`config.mk`:
```
export PLATFORM = sky130hd
export DESIGN_NAME = bus_cycle_sequencer
export DESIGN_NICKNAME = d
export VERILOG_FILES = /design/src/hw/bus_seq_pkg.sv /design/src/hw/bus_cycle_sequencer.sv
export SDC_FILE = /design/constraint.sdc
export NUM_CORES = 1
export LEC_CHECK = 0
export ABC_AREA = 1
export BUFFER_PORTS_ARGS = -buffer_cell sky130_fd_sc_hd__buf_2
export CORE_UTILIZATION = 40
export CTS_CLUSTER_DIAMETER = 30
export DETAILED_ROUTE_END_ITERATION = 6
export GPL_TIMING_DRIVEN = 0
export PLACE_DENSITY = 0.66
export SYNTH_ARGS = -nofsm -noshare
export SYNTH_HDL_FRONTEND = slang
export SYNTH_SLANG_ARGS = --single-unit
```
`constraint.sdc`:
```
create_clock -name CLK -period 9.1 [get_ports CLK]
set_input_delay 1.82 -clock CLK [delete_from_list [all_inputs] [get_ports CLK]]
set_output_delay 1.82 -clock CLK [all_outputs]
set_load 0.01 [all_outputs]
```
`src/hw/bus_seq_pkg.sv`:
```
// Constants and types for the machine-cycle bus sequencer.
// Assumes one clock domain at 125 MHz and a synchronous reset.
package bus_seq_pkg;

    // Machine cycle kinds; fetch, operand and acknowledge cycles share the fetch pointer
    typedef enum logic [3:0] {
        MC_NONE     = 4'h0,
        MC_FETCH1   = 4'h1,
        MC_FETCH2   = 4'h2,
        MC_OPND     = 4'h3,
        MC_IDLE     = 4'h4,
        MC_WR_MN    = 4'h5,
        MC_WR_MN1   = 4'h6,
        MC_WR_SP1   = 4'h7,
        MC_WR_SP2   = 4'h8,
        MC_RD_SP    = 4'h9,
        MC_RD_SPH   = 4'hA,
        MC_RD_SP1   = 4'hB,
        MC_ACK      = 4'hC,
        MC_INTRESP  = 4'hD,
        MC_RD_VEC   = 4'hE,
        MC_RD_VEC1  = 4'hF
    } mc_type;

    // Instruction and interrupt sequences
    typedef enum logic [2:0] {
        SEQ_ST_HL    = 3'h0,
        SEQ_ST_PAIR  = 3'h1,
        SEQ_PUSH_IDX = 3'h2,
        SEQ_RET      = 3'h3,
        SEQ_RET_COND = 3'h4,
        SEQ_RETURN_FROM_INTERRUPT     = 3'h5,
        SEQ_EXT_INT_ZERO     = 3'h6,
        SEQ_INT_OTH  = 3'h7
    } seq_type;

    typedef enum logic [1:0] {
        PH_READY   = 2'h0,
        PH_RUN     = 2'h1,
        PH_GRANT   = 2'h2,
        PH_REFRESH = 2'h3
    } phase_type;

    // States per machine cycle, as counts minus one
    localparam logic [2:0] T_MEM_LAST  = 3'h2;
    localparam logic [2:0] T_IDLE_LAST = 3'h0;
    localparam logic [2:0] T_ACK_LAST  = 3'h4;

    // Strobe patterns {rd, wr, memory_request_n, io_request_n, m1, halt, status}
    localparam logic [6:0] STB_FETCH1  = 7'h2A;
    localparam logic [6:0] STB_FETCH2  = 7'h2B;
    localparam logic [6:0] STB_READ    = 7'h2F;
    localparam logic [6:0] STB_RD_HALT = 7'h2D;
    localparam logic [6:0] STB_WRITE   = 7'h4F;
    localparam logic [6:0] STB_ACK     = 7'h72;
    localparam logic [6:0] STB_INTRESP = 7'h7E;
    localparam logic [6:0] STB_QUIET   = 7'h7F;

    localparam logic [15:0] ADDR_RESET = 16'h0000;
    localparam logic [7:0]  BYTE_RESET = 8'h00;

endpackage : bus_seq_pkg

```
`src/hw/bus_cycle_sequencer.sv`:
```
// Machine-cycle bus sequencer for an 8-bit processor core.
// Assumes the core requests one sequence at a time on START while READY
// is high; DATA_IN and BUS_REQ_N come from pins and are synchronised.
`timescale 1ns/100ps
`default_nettype none

module bus_cycle_sequencer
    import bus_seq_pkg::*;
(
    input  wire logic        CLK,
    input  wire logic        RST,
    input  wire logic        START,
    input  wire logic [2:0]  SEQ_SEL,
    input  wire logic        COND_TRUE,
    input  wire logic [15:0] PC,
    input  wire logic [15:0] SP,
    input  wire logic [15:0] STORE_WORD,
    input  wire logic [7:0]  VECTOR_BASE,
    input  wire logic [7:0]  INT_VECTOR,
    input  wire logic [7:0]  DATA_IN,
    input  wire logic        BUS_REQ_N,
    input  wire logic        REFRESH_REQ,
    output var  logic [15:0] ADDR,
    output var  logic [7:0]  DATA_OUT,
    output var  logic        DATA_OE,
    output var  logic        RD_N,
    output var  logic        WR_N,
    output var  logic        MEMORY_REQUEST_N,
    output var  logic        IO_REQUEST_N,
    output var  logic        OPCODE_CYCLE_N,
    output var  logic        HALT_N,
    output var  logic        STATUS_OUT,
    output var  logic        BUS_ACK_N,
    output var  logic        REFRESH_N,
    output var  logic        READY,
    output var  logic [15:0] CAPTURED_WORD
);

    // Which machine cycle a sequence runs at a given step
    function automatic mc_type step(input seq_type s, input logic [2:0] i,
                                    input logic c);
        mc_type r;
        r = MC_NONE;
        case (s)
            SEQ_ST_HL: begin
                case (i)
                    3'h0: r = MC_FETCH1;
                    3'h1, 3'h2: r = MC_OPND;
                    3'h3: r = MC_IDLE;
                    3'h4: r = MC_WR_MN;
                    3'h5: r = MC_WR_MN1;
                    default: r = MC_NONE;
                endcase
            end
            SEQ_ST_PAIR: begin
                case (i)
                    3'h0: r = MC_FETCH1;
                    3'h1: r = MC_FETCH2;
                    3'h2, 3'h3: r = MC_OPND;
                    3'h4: r = MC_IDLE;
                    3'h5: r = MC_WR_MN;
                    3'h6: r = MC_WR_MN1;
                    default: r = MC_NONE;
                endcase
            end
            SEQ_PUSH_IDX: begin
                case (i)
                    3'h0: r = MC_FETCH1;
                    3'h1: r = MC_FETCH2;
                    3'h2, 3'h3: r = MC_IDLE;
                    3'h4: r = MC_WR_SP1;
                    3'h5: r = MC_WR_SP2;
                    default: r = MC_NONE;
                endcase
            end
            SEQ_RET: begin
                case (i)
                    3'h0: r = MC_FETCH1;
                    3'h1: r = MC_RD_SP;
                    3'h2: r = MC_RD_SP1;
                    default: r = MC_NONE;
                endcase
            end
            SEQ_RET_COND: begin
                case (i)
                    3'h0: r = MC_FETCH1;
                    3'h1: r = MC_IDLE;
                    3'h2: r = c ? MC_RD_SP : MC_IDLE;
                    3'h3: r = c ? MC_RD_SP1 : MC_NONE;
                    default: r = MC_NONE;
                endcase
            end
            SEQ_RETURN_FROM_INTERRUPT: begin
                case (i)
                    3'h0: r = MC_FETCH1;
                    3'h1: r = MC_FETCH2;
                    3'h2: r = MC_RD_SPH;
                    3'h3: r = MC_RD_SP1;
                    default: r = MC_NONE;
                endcase
            end
            default: begin
                case (i)
                    3'h0: r = (s == SEQ_EXT_INT_ZERO) ? MC_ACK : MC_INTRESP;
                    3'h1: r = MC_IDLE;
                    3'h2: r = MC_WR_SP1;
                    3'h3: r = MC_WR_SP2;
                    3'h4: r = MC_RD_VEC;
                    3'h5: r = MC_RD_VEC1;
                    default: r = MC_NONE;
                endcase
            end
        endcase
        return r;
    endfunction : step

    // Pin synchronisers; first stages feed only the second stages
    logic [7:0] din_meta_reg;
    logic [7:0] din_sync_reg;
    logic       breq_meta_reg;
    logic       breq_sync_reg;

    always_ff @(posedge CLK) begin
        din_meta_reg  <= DATA_IN;
        din_sync_reg  <= din_meta_reg;
        breq_meta_reg <= ~BUS_REQ_N;
        breq_sync_reg <= breq_meta_reg;
    end

    phase_type   phase_reg, phase_next;
    mc_type      mc_reg, mc_next;
    seq_type     seq_reg, seq_next;
    logic [2:0]  idx_reg, idx_next, tcnt_reg, tcnt_next;
    logic        cond_reg, cond_next, pend_reg, pend_next;
    logic [1:0]  cap_reg, cap_next;
    logic [15:0] fptr_reg, fptr_next, sp_reg, sp_next;
    logic [15:0] store_reg, store_next, capt_reg, capt_next;
    logic [7:0]  base_reg, base_next, vec_reg, vec_next, ivec_reg, ivec_next;
    logic [15:0] addr_next, vaddr;
    logic [7:0]  dout_next;
    logic [6:0]  stb_next;
    logic        start_ok, mc_end;

    // Bus request outranks refresh, refresh outranks a new sequence
    assign start_ok = (phase_reg == PH_READY) && !breq_sync_reg && !pend_reg;
    assign mc_end   = (phase_reg == PH_RUN) && (tcnt_reg == 3'h0);
    assign vaddr    = {base_reg, vec_reg};

    // Sequencing, operand capture and arbitration
    always_comb begin
        phase_next = phase_reg;
        mc_next    = mc_reg;
        seq_next   = seq_reg;
        idx_next   = idx_reg;
        tcnt_next  = tcnt_reg;
        cond_next  = cond_reg;
        fptr_next  = fptr_reg;
        sp_next    = sp_reg;
        store_next = store_reg;
        base_next  = base_reg;
        ivec_next  = ivec_reg;
        vec_next   = vec_reg;
        capt_next  = capt_reg;
        cap_next   = 2'h0;
        pend_next  = pend_reg | REFRESH_REQ;
        // Reads land one cycle after T3, past the synchroniser delay
        if (cap_reg == 2'h1)
            capt_next = {din_sync_reg, capt_reg[15:8]};
        else if (cap_reg == 2'h2)
            vec_next = din_sync_reg;
        case (phase_reg)
            PH_READY: begin
                if (breq_sync_reg) begin
                    phase_next = PH_GRANT;
                    pend_next  = 1'b0;
                end else if (pend_reg) begin
                    phase_next = PH_REFRESH;
                    pend_next  = REFRESH_REQ;
                end else if (START) begin
                    seq_next   = seq_type'(SEQ_SEL);
                    cond_next  = COND_TRUE;
                    fptr_next  = PC;
                    sp_next    = SP;
                    base_next  = VECTOR_BASE;
                    ivec_next  = INT_VECTOR;
                    vec_next   = INT_VECTOR;
                    store_next = (SEQ_SEL[2:1] == 2'h3) ? PC : STORE_WORD;
                    idx_next   = 3'h0;
                    mc_next    = step(seq_type'(SEQ_SEL), 3'h0, COND_TRUE);
                    phase_next = PH_RUN;
                end
            end
            PH_RUN: begin
                if (mc_end) begin
                    if (mc_reg == MC_FETCH1 || mc_reg == MC_FETCH2 ||
                        mc_reg == MC_OPND)
                        fptr_next = fptr_reg + 16'h0001;
                    if (mc_reg == MC_ACK)
                        cap_next = 2'h2;
                    else if (STB_READ == (step_stb(mc_reg) | 7'h02) &&
                             mc_reg != MC_FETCH1 && mc_reg != MC_FETCH2)
                        cap_next = 2'h1;
                    idx_next = idx_reg + 3'h1;
                    mc_next  = step(seq_reg, idx_reg + 3'h1, cond_reg);
                    if (mc_next == MC_NONE)
                        phase_next = PH_READY;
                end
            end
            PH_GRANT: begin
                if (!breq_sync_reg)
                    phase_next = PH_READY;
            end
            default: phase_next = PH_READY;
        endcase
        if (phase_next != PH_RUN)
            mc_next = MC_NONE;
        case (mc_next)
            MC_IDLE:    tcnt_next = T_IDLE_LAST;
            MC_ACK,
            MC_INTRESP: tcnt_next = T_ACK_LAST;
            default:    tcnt_next = (phase_reg == PH_RUN && !mc_end) ?
                                    tcnt_reg - 3'h1 : T_MEM_LAST;
        endcase
        if (phase_reg == PH_RUN && !mc_end)
            tcnt_next = tcnt_reg - 3'h1;
    end

    function automatic logic [6:0] step_stb(input mc_type m);
        logic [6:0] s;
        s = STB_QUIET;
        case (m)
            MC_FETCH1:  s = STB_FETCH1;
            MC_FETCH2:  s = STB_FETCH2;
            MC_OPND, MC_RD_SP, MC_RD_SP1,
            MC_RD_VEC, MC_RD_VEC1: s = STB_READ;
            MC_RD_SPH:  s = STB_RD_HALT;
            MC_WR_MN, MC_WR_MN1,
            MC_WR_SP1, MC_WR_SP2: s = STB_WRITE;
            MC_ACK:     s = STB_ACK;
            MC_INTRESP: s = STB_INTRESP;
            default:    s = STB_QUIET;
        endcase
        return s;
    endfunction : step_stb

    // Address and write data for the coming machine cycle
    always_comb begin
        stb_next  = step_stb(mc_next);
        dout_next = BYTE_RESET;
        addr_next = ADDR_RESET;
        case (mc_next)
            MC_FETCH1, MC_FETCH2, MC_OPND: addr_next = fptr_next;
            MC_ACK, MC_INTRESP: addr_next = fptr_next;
            MC_WR_MN: begin
                addr_next = capt_next;
                dout_next = store_reg[7:0];
            end
            MC_WR_MN1: begin
                addr_next = capt_next + 16'h0001;
                dout_next = store_reg[15:8];
            end
            MC_WR_SP1: begin
                addr_next = sp_reg - 16'h0001;
                dout_next = store_reg[15:8];
            end
            MC_WR_SP2: begin
                addr_next = sp_reg - 16'h0002;
                dout_next = store_reg[7:0];
            end
            MC_RD_SP, MC_RD_SPH: addr_next = sp_reg;
            MC_RD_SP1: addr_next = sp_reg + 16'h0001;
            MC_RD_VEC:  addr_next = vaddr;
            MC_RD_VEC1: addr_next = vaddr + 16'h0001;
            default: addr_next = ADDR_RESET;
        endcase
    end

    // State and pin registers; every output is a flop
    always_ff @(posedge CLK) begin
        if (RST) begin
            phase_reg <= PH_READY;
            mc_reg    <= MC_NONE;
            seq_reg   <= SEQ_ST_HL;
            idx_reg   <= 3'h0;
            tcnt_reg  <= 3'h0;
            cond_reg  <= 1'b0;
            pend_reg  <= 1'b0;
            cap_reg   <= 2'h0;
            fptr_reg  <= ADDR_RESET;
            sp_reg    <= ADDR_RESET;
            store_reg <= ADDR_RESET;
            capt_reg  <= ADDR_RESET;
            base_reg  <= BYTE_RESET;
            vec_reg   <= BYTE_RESET;
            ivec_reg  <= BYTE_RESET;
            ADDR      <= ADDR_RESET;
            DATA_OUT  <= BYTE_RESET;
            DATA_OE   <= 1'b0;
            {RD_N, WR_N, MEMORY_REQUEST_N, IO_REQUEST_N,
             OPCODE_CYCLE_N, HALT_N, STATUS_OUT} <= STB_QUIET;
            BUS_ACK_N <= 1'b1;
            REFRESH_N <= 1'b1;
            READY     <= 1'b1;
            CAPTURED_WORD <= ADDR_RESET;
        end else begin
            phase_reg <= phase_next;
            mc_reg    <= mc_next;
            seq_reg   <= seq_next;
            idx_reg   <= idx_next;
            tcnt_reg  <= tcnt_next;
            cond_reg  <= cond_next;
            pend_reg  <= pend_next;
            cap_reg   <= cap_next;
            fptr_reg  <= fptr_next;
            sp_reg    <= sp_next;
            store_reg <= store_next;
            capt_reg  <= capt_next;
            base_reg  <= base_next;
            vec_reg   <= vec_next;
            ivec_reg  <= ivec_next;
            ADDR      <= addr_next;
            DATA_OUT  <= dout_next;
            DATA_OE   <= ~stb_next[5];
            {RD_N, WR_N, MEMORY_REQUEST_N, IO_REQUEST_N,
             OPCODE_CYCLE_N, HALT_N, STATUS_OUT} <= stb_next;
            BUS_ACK_N <= ~(phase_next == PH_GRANT);
            REFRESH_N <= ~(phase_next == PH_REFRESH);
            READY     <= (phase_next == PH_READY);
            CAPTURED_WORD <= capt_next;
        end
    end
endmodule : bus_cycle_sequencer

`default_nettype wire

```
==> results.py, run 1 <==
metrics = {
    "outcome": {
        "outcome": "finished clean",
    },
    "timing": {
        "fmax_mhz": 173,
        "drv_slew": 0,
        "fin_crit_sh_pct": 63.6,
        "final-hold-violation-count": 0,
        "rsz0062_at_grt": "no",
        "tns_ns": 0,
        "min_period_ns": 5.79,
        "fin_skew_ns": 0.0162,
        "holdWs_ns": 0.328,
        "setup_violations": 0,
        "tightestPinTransition_ns": 0.913,
        "maxSlewHeadroom_pct": 38.5,
    },
    "cts": {
        "cts_hold_buf": 0,
        "post_cts_buffers": 0,
        "clk_pin_slew_ns": 0.07,
        "numCtsBuffers": 17,
        "insertion_delay_ns": 0.44,
        "postCtsResizedCells": 0,
        "htreeDepth": 4,
        "clkSinkCount": 158,
        "ctsRootBufferMaster": "clkbuf_16",
        "cts_tree": "yes",
        "cts_max_path_buffers": 2,
    },
    "global_route": {
        "antenna_found_initial": 1,
        "met1_usage_pct": 38.5,
        "first_global_vias": 8610,
        "grt.busiest_layer": "met2",
        "grt_use_met3_pct": 6.91,
        "grt_pass1_wl_mm": 47.3,
        "use_met2_pct": 42.9,
        "grt_max_degree": 17,
        "grt_usage_pct": 28.2,
        "grt-ovfl-total": 0,
    },
    "placed_design": {
        "hpwl_mm": 24.5,
        "portBuffers": 130,
        "place_congestion": 0.963,
    },
    "critical_path": {
        "rr_startpoint": "idx_reg[1]$_SDFFE_PP0P_",
        "cp.arrival_ns": 6.07,
        "critPathLaunchType": "input pin",
        "setup.worst_path.end_class": "flip-flop",
        "critical-path-max-stage-delay_ns": 0.52,
        "crit_required_ns": 9.38,
        "critPathKind": "input pin to flip-flop",
        "worst-path-buf-inv": 8,
        "crit_top_cell": "inv_1",
        "r2r_cells": 27,
        "slowest_stage": "nor2_1",
        "r2r_slack_ns": 3.71,
        "worstPathCellList": "buf_2 > inv_1 > nor3_1 > inv_1 > nor2_1 > inv_1 > o21ai_0 > inv_1 > nand4_1 > inv_1 > ha_1 > clkbuf_1 > buf_2 > nand3_1 > o211ai_2 > ha_1 > nand3_1 > nor2_1 > nor2_1 > nor3_1 > nor3_1 > nor2_1",
        "regToRegEndpoint": "ADDR[14]$_SDFF_PP0_",
        "crit_fanout": 10,
        "cp_top_family": "simple AND/OR/NAND/NOR gates",
    },
    "drt": {
        "drc": 0,
        "ant_nets": 0,
        "drt-total-wl_mm": 31.1,
        "routed_via_density": 5.43,
        "dr.pass1.iters": 7,
        "drt_iter0_markers": 807,
        "via_count": 9366,
        "routedWlPerCell_um": 18.0,
    },
    "power": {
        "vdd_drop_max_mv": 0.119,
        "power_frac_comb_pct": 15.5,
        "power_density_nw_per_um2": 173,
        "p_leak_uw": 0.00469,
        "internal_power_uw": 1230,
        "pwr-share-clk_pct": 41.9,
        "swShare_pct": 30.7,
        "p_sw_uw": 544,
        "p_seq_share_pct": 42.6,
    },
    "flow_run": {
        "max_cap_viol_count": 0,
    },
    "die": {
        "rows": 53,
        "ios": 132,
        "start_util_pct": 41.0,
        "core_um2": 21200,
        "die_y_um": 149,
        "dieWidth_um": 149,
        "dieArea_um2": 22300,
    },
    "synth": {
        "synth-main-ff-cell": "dfxtp_1",
        "ys_warn_count": 0,
        "yosys.cell_types.count": 49,
        "synth_edf_count": 0,
        "synth-seq-cells": 158,
        "synth_area_um2": 8670,
        "syn_area_per_cell_um2": 6.73,
        "syn_nets": 1389,
        "ys_async_sr_fraction_pct": 0,
        "synth.yosys.seq_area_share_pct": 36.5,
        "syn-instance-count": 1287,
    },
    "hold_path": {
        "min-delay-start": "din_meta_reg[5]$_DFF_P_",
        "min_delay_worst_endpoint": "din_sync_reg[5]$_DFF_P_",
        "hold_path_depth": 0,
        "hold_class": "flip-flop to flip-flop",
    },
    "finish": {
        "fin_nets": 1538,
        "post_route_cells_drive_above_1_share_pct": 15.3,
        "syn2layout_area_growth_pct": 18.4,
    },
}
==> final cells by class <==
type | instances | area [um^2]
Clock inverter | 15 | 174
Fill cell | 2176 | 10900
Inverter | 154 | 578
Timing Repair Buffer | 130 | 651
Sequential cell | 158 | 3160
Antenna cell | 1 | 2.50
Clock buffer | 17 | 425
Tap cell | 275 | 344
Multi-Input combinational cell | 924 | 4700
Buffer | 51 | 225
==> metrics by stage <==
stage / total power (uW) / area, um^2 / worst slack (ns) / std cells / utilization, %
2_1_floorplan: 942 / 8670 / 4.39 / 1287 / -
3_3_place_gp: 1040 / 9660 / 3.12 / 1692 / 45.7
3_5_place_dp: 1040 / 9660 / 3.07 / 1692 / 45.7
4_1_cts: 1770 / 10300 / 3.51 / 1724 / 48.5
5_1_grt: 1850 / 10300 / 3.06 / 1724 / 48.5
6_report: 1770 / 10300 / 3.31 / 1725 / 48.5
==> worst max path at each step <==
stage	startpoint	to	slack (ns)	cells after the start
global placement	START	ADDR[4]$_SDFF_PP0_	3.12	22
finish	START	ADDR[4]$_SDFF_PP0_	3.31	22
floorplan	START	ADDR[4]$_SDFF_PP0_	4.39	21
global route	START	ADDR[4]$_SDFF_PP0_	3.06	22
CTS	START	ADDR[4]$_SDFF_PP0_	3.51	22
detailed placement	START	ADDR[4]$_SDFF_PP0_	3.07	22
==> cell usage after synthesis, types with 2 or more instances <==
cell / number / share of area [%]
ha_1: 21 / 3.0
xor2_1: 23 / 2.3
o2111ai_1: 2 / 0.20
nor2_2: 6 / 0.43
buf_2: 9 / 0.52
nor2_1: 161 / 7.0
clkinv_1: 2 / 0.087
o221ai_1: 19 / 1.9
or2_2: 7 / 0.51
clkbuf_1: 38 / 1.6
inv_1: 145 / 6.3
a311oi_1: 4 / 0.40
a211oi_1: 4 / 0.35
nand3_2: 6 / 0.69
nor4_1: 14 / 1.0
nand4_1: 9 / 0.65
o21ai_0: 103 / 5.9
nand2_1: 271 / 12
inv_2: 7 / 0.30
nand2_2: 9 / 0.65
nor3_1: 18 / 1.0
a21oi_1: 100 / 5.8
nand3_1: 82 / 4.7
buf_6: 2 / 0.26
o22ai_1: 15 / 1.1
buf_4: 2 / 0.17
a31oi_1: 25 / 1.8
dfxtp_1: 158 / 37
nor2_4: 5 / 0.65
==> worst register-to-register path, delay by kind of cell (launching register included) <==
kind / cells / cell delay, ns
and+or+nand+nor: 16 / 2.31
buffers and inverters: 4 / 1.13
adders and majority gates: 4 / 1.03
DFF: 1 / 0.42
AOI/OAI and AO/OA: 3 / 0.40
==> power by group through the flow <==
stage	clock network (uW)	logic (uW)	registers (uW)
final	743	274	756
after global routing	782	305	760
after CTS	749	270	755
after detailed placement	0	269	770
after global placement	0	268	770
after floorplan	0	180	763
==> layer usage <==
metal	share of wire, %	up-vias
met2	42	486
met5	0	-
met1	46	4246
li1	-	4564
met4	2.5	0
met3	9.0	70
==> cell usage in the layout (no fill, tap or decap), types with 15 or more instances in the layout <==
cell type	instances
nand2_1	271
nor2_1	161
dfxtp_1	158
inv_1	145
buf_2	139
o21ai_0	103
a21oi_1	100
nand3_1	82
clkbuf_1	38
a31oi_1	25
xor2_1	23
ha_1	21
o221ai_1	19
nor3_1	18
clkbuf_16	17
o22ai_1	15
==> kinds of logic (layout without fill, tap and decap cells) <==
| kind of cell | after synthesis | count (layout) | share of synthesized area [%] |
|---|---|---|---|
| AOI/OAI and AO/OA | 281 | 281 | 18.4 |
| buffers and inverters | 205 | 367 | 9.27 |
| DFF | 158 | 158 | 36.5 |
| muxes | 1 | 1 | 0.116 |
| and+or+nand+nor | 597 | 597 | 30.2 |
| other | 0 | 1 | 0 |
| adders and majority gates | 21 | 21 | 3.03 |
| xor gates and xnor gates | 24 | 24 | 2.43 |
(Power assumes the default switching activity.)
==> run 2, diff against run 1 <==
--- a/config.mk
+++ b/config.mk
@@ -5,7 +5,7 @@
 export SDC_FILE = /design/constraint.sdc
 export NUM_CORES = 1
 export LEC_CHECK = 0
-export ABC_AREA = 1
+export ABC_AREA = 0
 export BUFFER_PORTS_ARGS = -buffer_cell sky130_fd_sc_hd__buf_2
 export CORE_UTILIZATION = 40
 export CTS_CLUSTER_DIAMETER = 30
==> constraint.sdc (replaced) <==
create_clock -name CLK -period 5.8 [get_ports CLK]
set_input_delay 1.16 -clock CLK [delete_from_list [all_inputs] [get_ports CLK]]
set_output_delay 1.16 -clock CLK [all_outputs]
set_load 0.01 [all_outputs]
==> run 2 against run 1 <==
Compared with the run above: via count down 2.2%; sequential power up 56%; core utilization increased by 0.63 points; critical path type is now flip-flop to flip-flop; setup slack got worse by 3.0 ns; clock power up 64%; combinational power grew 67%; cell count fell by 10%; power grew 61%; flip-flop and latch count unchanged.
==> results.py, run 2 <==
metrics = {
    "timing": {
        "rsz0062_at_grt": "no",
        "fin_crit_sh_pct": 94.1,
        "tns_ns": 0,
        "final-hold-violation-count": 0,
        "maxSlewHeadroom_pct": 30.9,
        "tightestPinTransition_ns": 1.03,
        "fmax_mhz": 183,
        "setup_ws_ns": 0.345,
        "min_period_ns": 5.46,
        "setup_violations": 0,
        "fin_skew_ns": 0.0100,
        "drv_slew": 0,
        "holdWs_ns": 0.329,
    },
    "synth": {
        "synth_most_common_cell": "nand2_1",
        "synth-main-ff-cell": "dfxtp_1",
        "synthXorXnorAreaFrac_pct": 1.61,
        "synthDominantCellAreaShare_pct": 36.4,
        "syn_area_per_cell_um2": 7.85,
        "synth_area_um2": 8690,
        "syn_nets": 1209,
        "synth_compound_area_share_pct": 24.6,
        "synthTopCellsByArea": "dfxtp_1 (36%), nand2_1 (7.0%), nor2_1 (5.1%)",
        "yosys.cell_types.count": 81,
        "synth_fa_ha_area_share_pct": 3.02,
        "synth.area.mux_share_pct": 4.65,
        "synth_top_family_by_area": "simple AND/OR/NAND/NOR gates",
        "ys_async_sr_fraction_pct": 0,
        "synth.yosys.seq_area_share_pct": 36.4,
        "synth-seq-cells": 158,
        "syn-instance-count": 1107,
        "netlist_top_cells_count": "nand2_1 (163), dfxtp_1 (158), nor2_1 (117)",
        "yosys.area_share.simple_pct": 24.7,
        "synth_edf_count": 0,
        "ys_warn_count": 0,
        "yosysTopAreaCell": "dfxtp_1",
    },
    "global_route": {
        "antenna_found_initial": 0,
        "use_met2_pct": 42.2,
        "grt.busiest_layer": "met2",
        "grt_usage_pct": 28.2,
        "grt_pass1_wl_mm": 47.8,
        "grt_use_met3_pct": 5.23,
        "first_global_vias": 8304,
        "grt_max_degree": 18,
        "met1_usage_pct": 39.8,
        "grt-ovfl-total": 0,
    },
    "placed_design": {
        "place_congestion": 0.958,
        "preCtsSetupSlack_ns": -1.12,
        "portBuffers": 128,
        "hpwl_mm": 23.6,
    },
    "critical_path": {
        "slowest_stage": "ha_1",
        "cp_top_family": "compound AO/OA/AOI/OAI gates",
        "cp.depth": 24,
        "worstPathCellList": "ha_1 > ha_1 > clkbuf_4 > mux2_2 > a21oi_1 > a21oi_1 > o21ai_0 > a221oi_2 > o31ai_1 > a21oi_2 > nor2b_4 > ha_4 > o2111ai_2 > nor2_4 > buf_6 > buf_4 > mux2i_1 > ha_2 > inv_1 > nor4b_1 > a41o_2 > nand2_1 > xor2_1 > o22ai_2",
        "critPathLaunchType": "flip-flop",
        "critical-path-max-stage-delay_ns": 0.39,
        "setup.worst_path.end_class": "flip-flop",
        "critPathKind": "flip-flop to flip-flop",
        "crit_required_ns": 6.09,
        "r2r_cells": 24,
        "cp.arrival_ns": 5.74,
        "worst-path-buf-inv": 4,
        "crit_fanout": 10,
        "r2r_slack_ns": 0.34,
    },
    "power": {
        "vdd_drop_max_mv": 0.232,
        "p_seq_share_pct": 41.3,
        "swShare_pct": 30.3,
        "pwr-share-clk_pct": 42.8,
        "p_sw_uw": 866,
        "power_density_nw_per_um2": 275,
        "internal_power_uw": 2000,
        "p_leak_uw": 0.00394,
        "power_frac_comb_pct": 16.0,
        "power_uw": 2860,
    },
    "cts": {
        "cts_max_path_buffers": 2,
        "ctsRootBufferMaster": "clkbuf_16",
        "clk_pin_slew_ns": 0.07,
        "htreeDepth": 4,
        "clkSinkCount": 158,
        "numCtsBuffers": 17,
        "cts_tree": "yes",
        "cts_hold_buf": 0,
        "insertion_delay_ns": 0.44,
    },
    "die": {
        "rows": 53,
        "core_um2": 21200,
        "dieArea_um2": 22300,
        "start_util_pct": 41.1,
        "die_y_um": 149,
        "ios": 132,
        "dieWidth_um": 149,
    },
    "hold_path": {
        "hold_path_depth": 0,
        "hold_class": "flip-flop to flip-flop",
    },
    "finish": {
        "final-seq-area_um2": 3160,
        "fin_nets": 1358,
        "post_route_cells_drive_above_1_share_pct": 18.4,
        "final_util_pct": 49.1,
        "syn2layout_area_growth_pct": 19.6,
        "multi_input_area_um2": 5140,
        "final_cell_mix": "nand2_1 (163), dfxtp_1 (158), buf_2 (148)",
        "antenna_cells": 0,
        "fill_cells": 2094,
        "layout_commonest_cell": "nand2_1",
    },
    "drt": {
        "drt-total-wl_mm": 31.2,
        "via_count": 9164,
        "dr.pass1.iters": 5,
        "drt_iter0_markers": 1076,
        "drc": 0,
        "routedWlPerCell_um": 20.2,
        "routed_via_density": 5.94,
        "ant_nets": 0,
    },
    "flow_run": {
        "max_cap_viol_count": 0,
    },
    "outcome": {
        "outcome": "finished clean",
    },
}
run 2: final cells by class:
cell class,count,area share [%]
clock inverters,15,2.06
flip-flops and latches,158,30.4
well taps,275,3.31
repair buffers,131,6.38
inverters,24,0.867
multi-input cells,844,49.4
plain buffers,80,3.42
clock buffers,17,4.09
run 2: logic make-up after synthesis:
group           after synthesis
simple gates                460
compound gates              308
flops                       158
fa+ha+maj                    21
buf+inv                     105
mux                          39
xor+xnor                     16
run 2: power groups by stage:
stage	Sequential [uW]	Combinational, uW	Clock [uW]
finish	1180	457	1220
global route	1190	495	1280
CTS	1180	444	1230
detailed placement	1200	438	0
global placement	1200	438	0
floorplan	1190	290	0
run 2: metrics by stage:
step,cells,instance area [um^2]
2_1_floorplan,1107,8690
3_3_place_gp,1510,9670
3_5_place_dp,1510,9670
4_1_cts,1541,10300
5_1_grt,1544,10400
6_report,1544,10400
run 2: worst register-to-register path: stages, from the launching register on:
cell and delay [ns]:
dfxtp_1 0.38, ha_1 0.28, ha_1 0.39, clkbuf_4 0.25, mux2_2 0.19, a21oi_1 0.07
a21oi_1 0.17, o21ai_0 0.13, a221oi_2 0.33, o31ai_1 0.12, a21oi_2 0.23, nor2b_4 0.26
ha_4 0.23, o2111ai_2 0.19, nor2_4 0.19, buf_6 0.20, buf_4 0.22, mux2i_1 0.22
ha_2 0.24, inv_1 0.09, nor4b_1 0.31, a41o_2 0.22, nand2_1 0.10, xor2_1 0.20
o22ai_2 0.12
run 2: repair_timing:
action | in CTS | in global routing
pin swaps | 1 | 1
gates resized for setup | 12 | 5
buffers inserted | 0 | 3
setup endpoints to repair | 8 | 4
run 2: path summary, 6_finish.rpt:
path / start / end
worst max-delay path: idx_reg[0]$_SDFFE_PP0P_ / ADDR[10]$_SDFF_PP0_
worst min-delay path: din_meta_reg[1]$_DFF_P_ / din_sync_reg[1]$_DFF_P_
worst max register to register: idx_reg[0]$_SDFFE_PP0P_ / ADDR[10]$_SDFF_PP0_
worst min register to register: din_meta_reg[1]$_DFF_P_ / din_sync_reg[1]$_DFF_P_
run 2: layer usage:
layer	vias up	wire length, um	share of wire [%]
met5	-	0	0
met4	0	947	3.0
met3	57	3130	10
met2	547	13300	42
met1	4220	13900	44
li1	4340	-	-
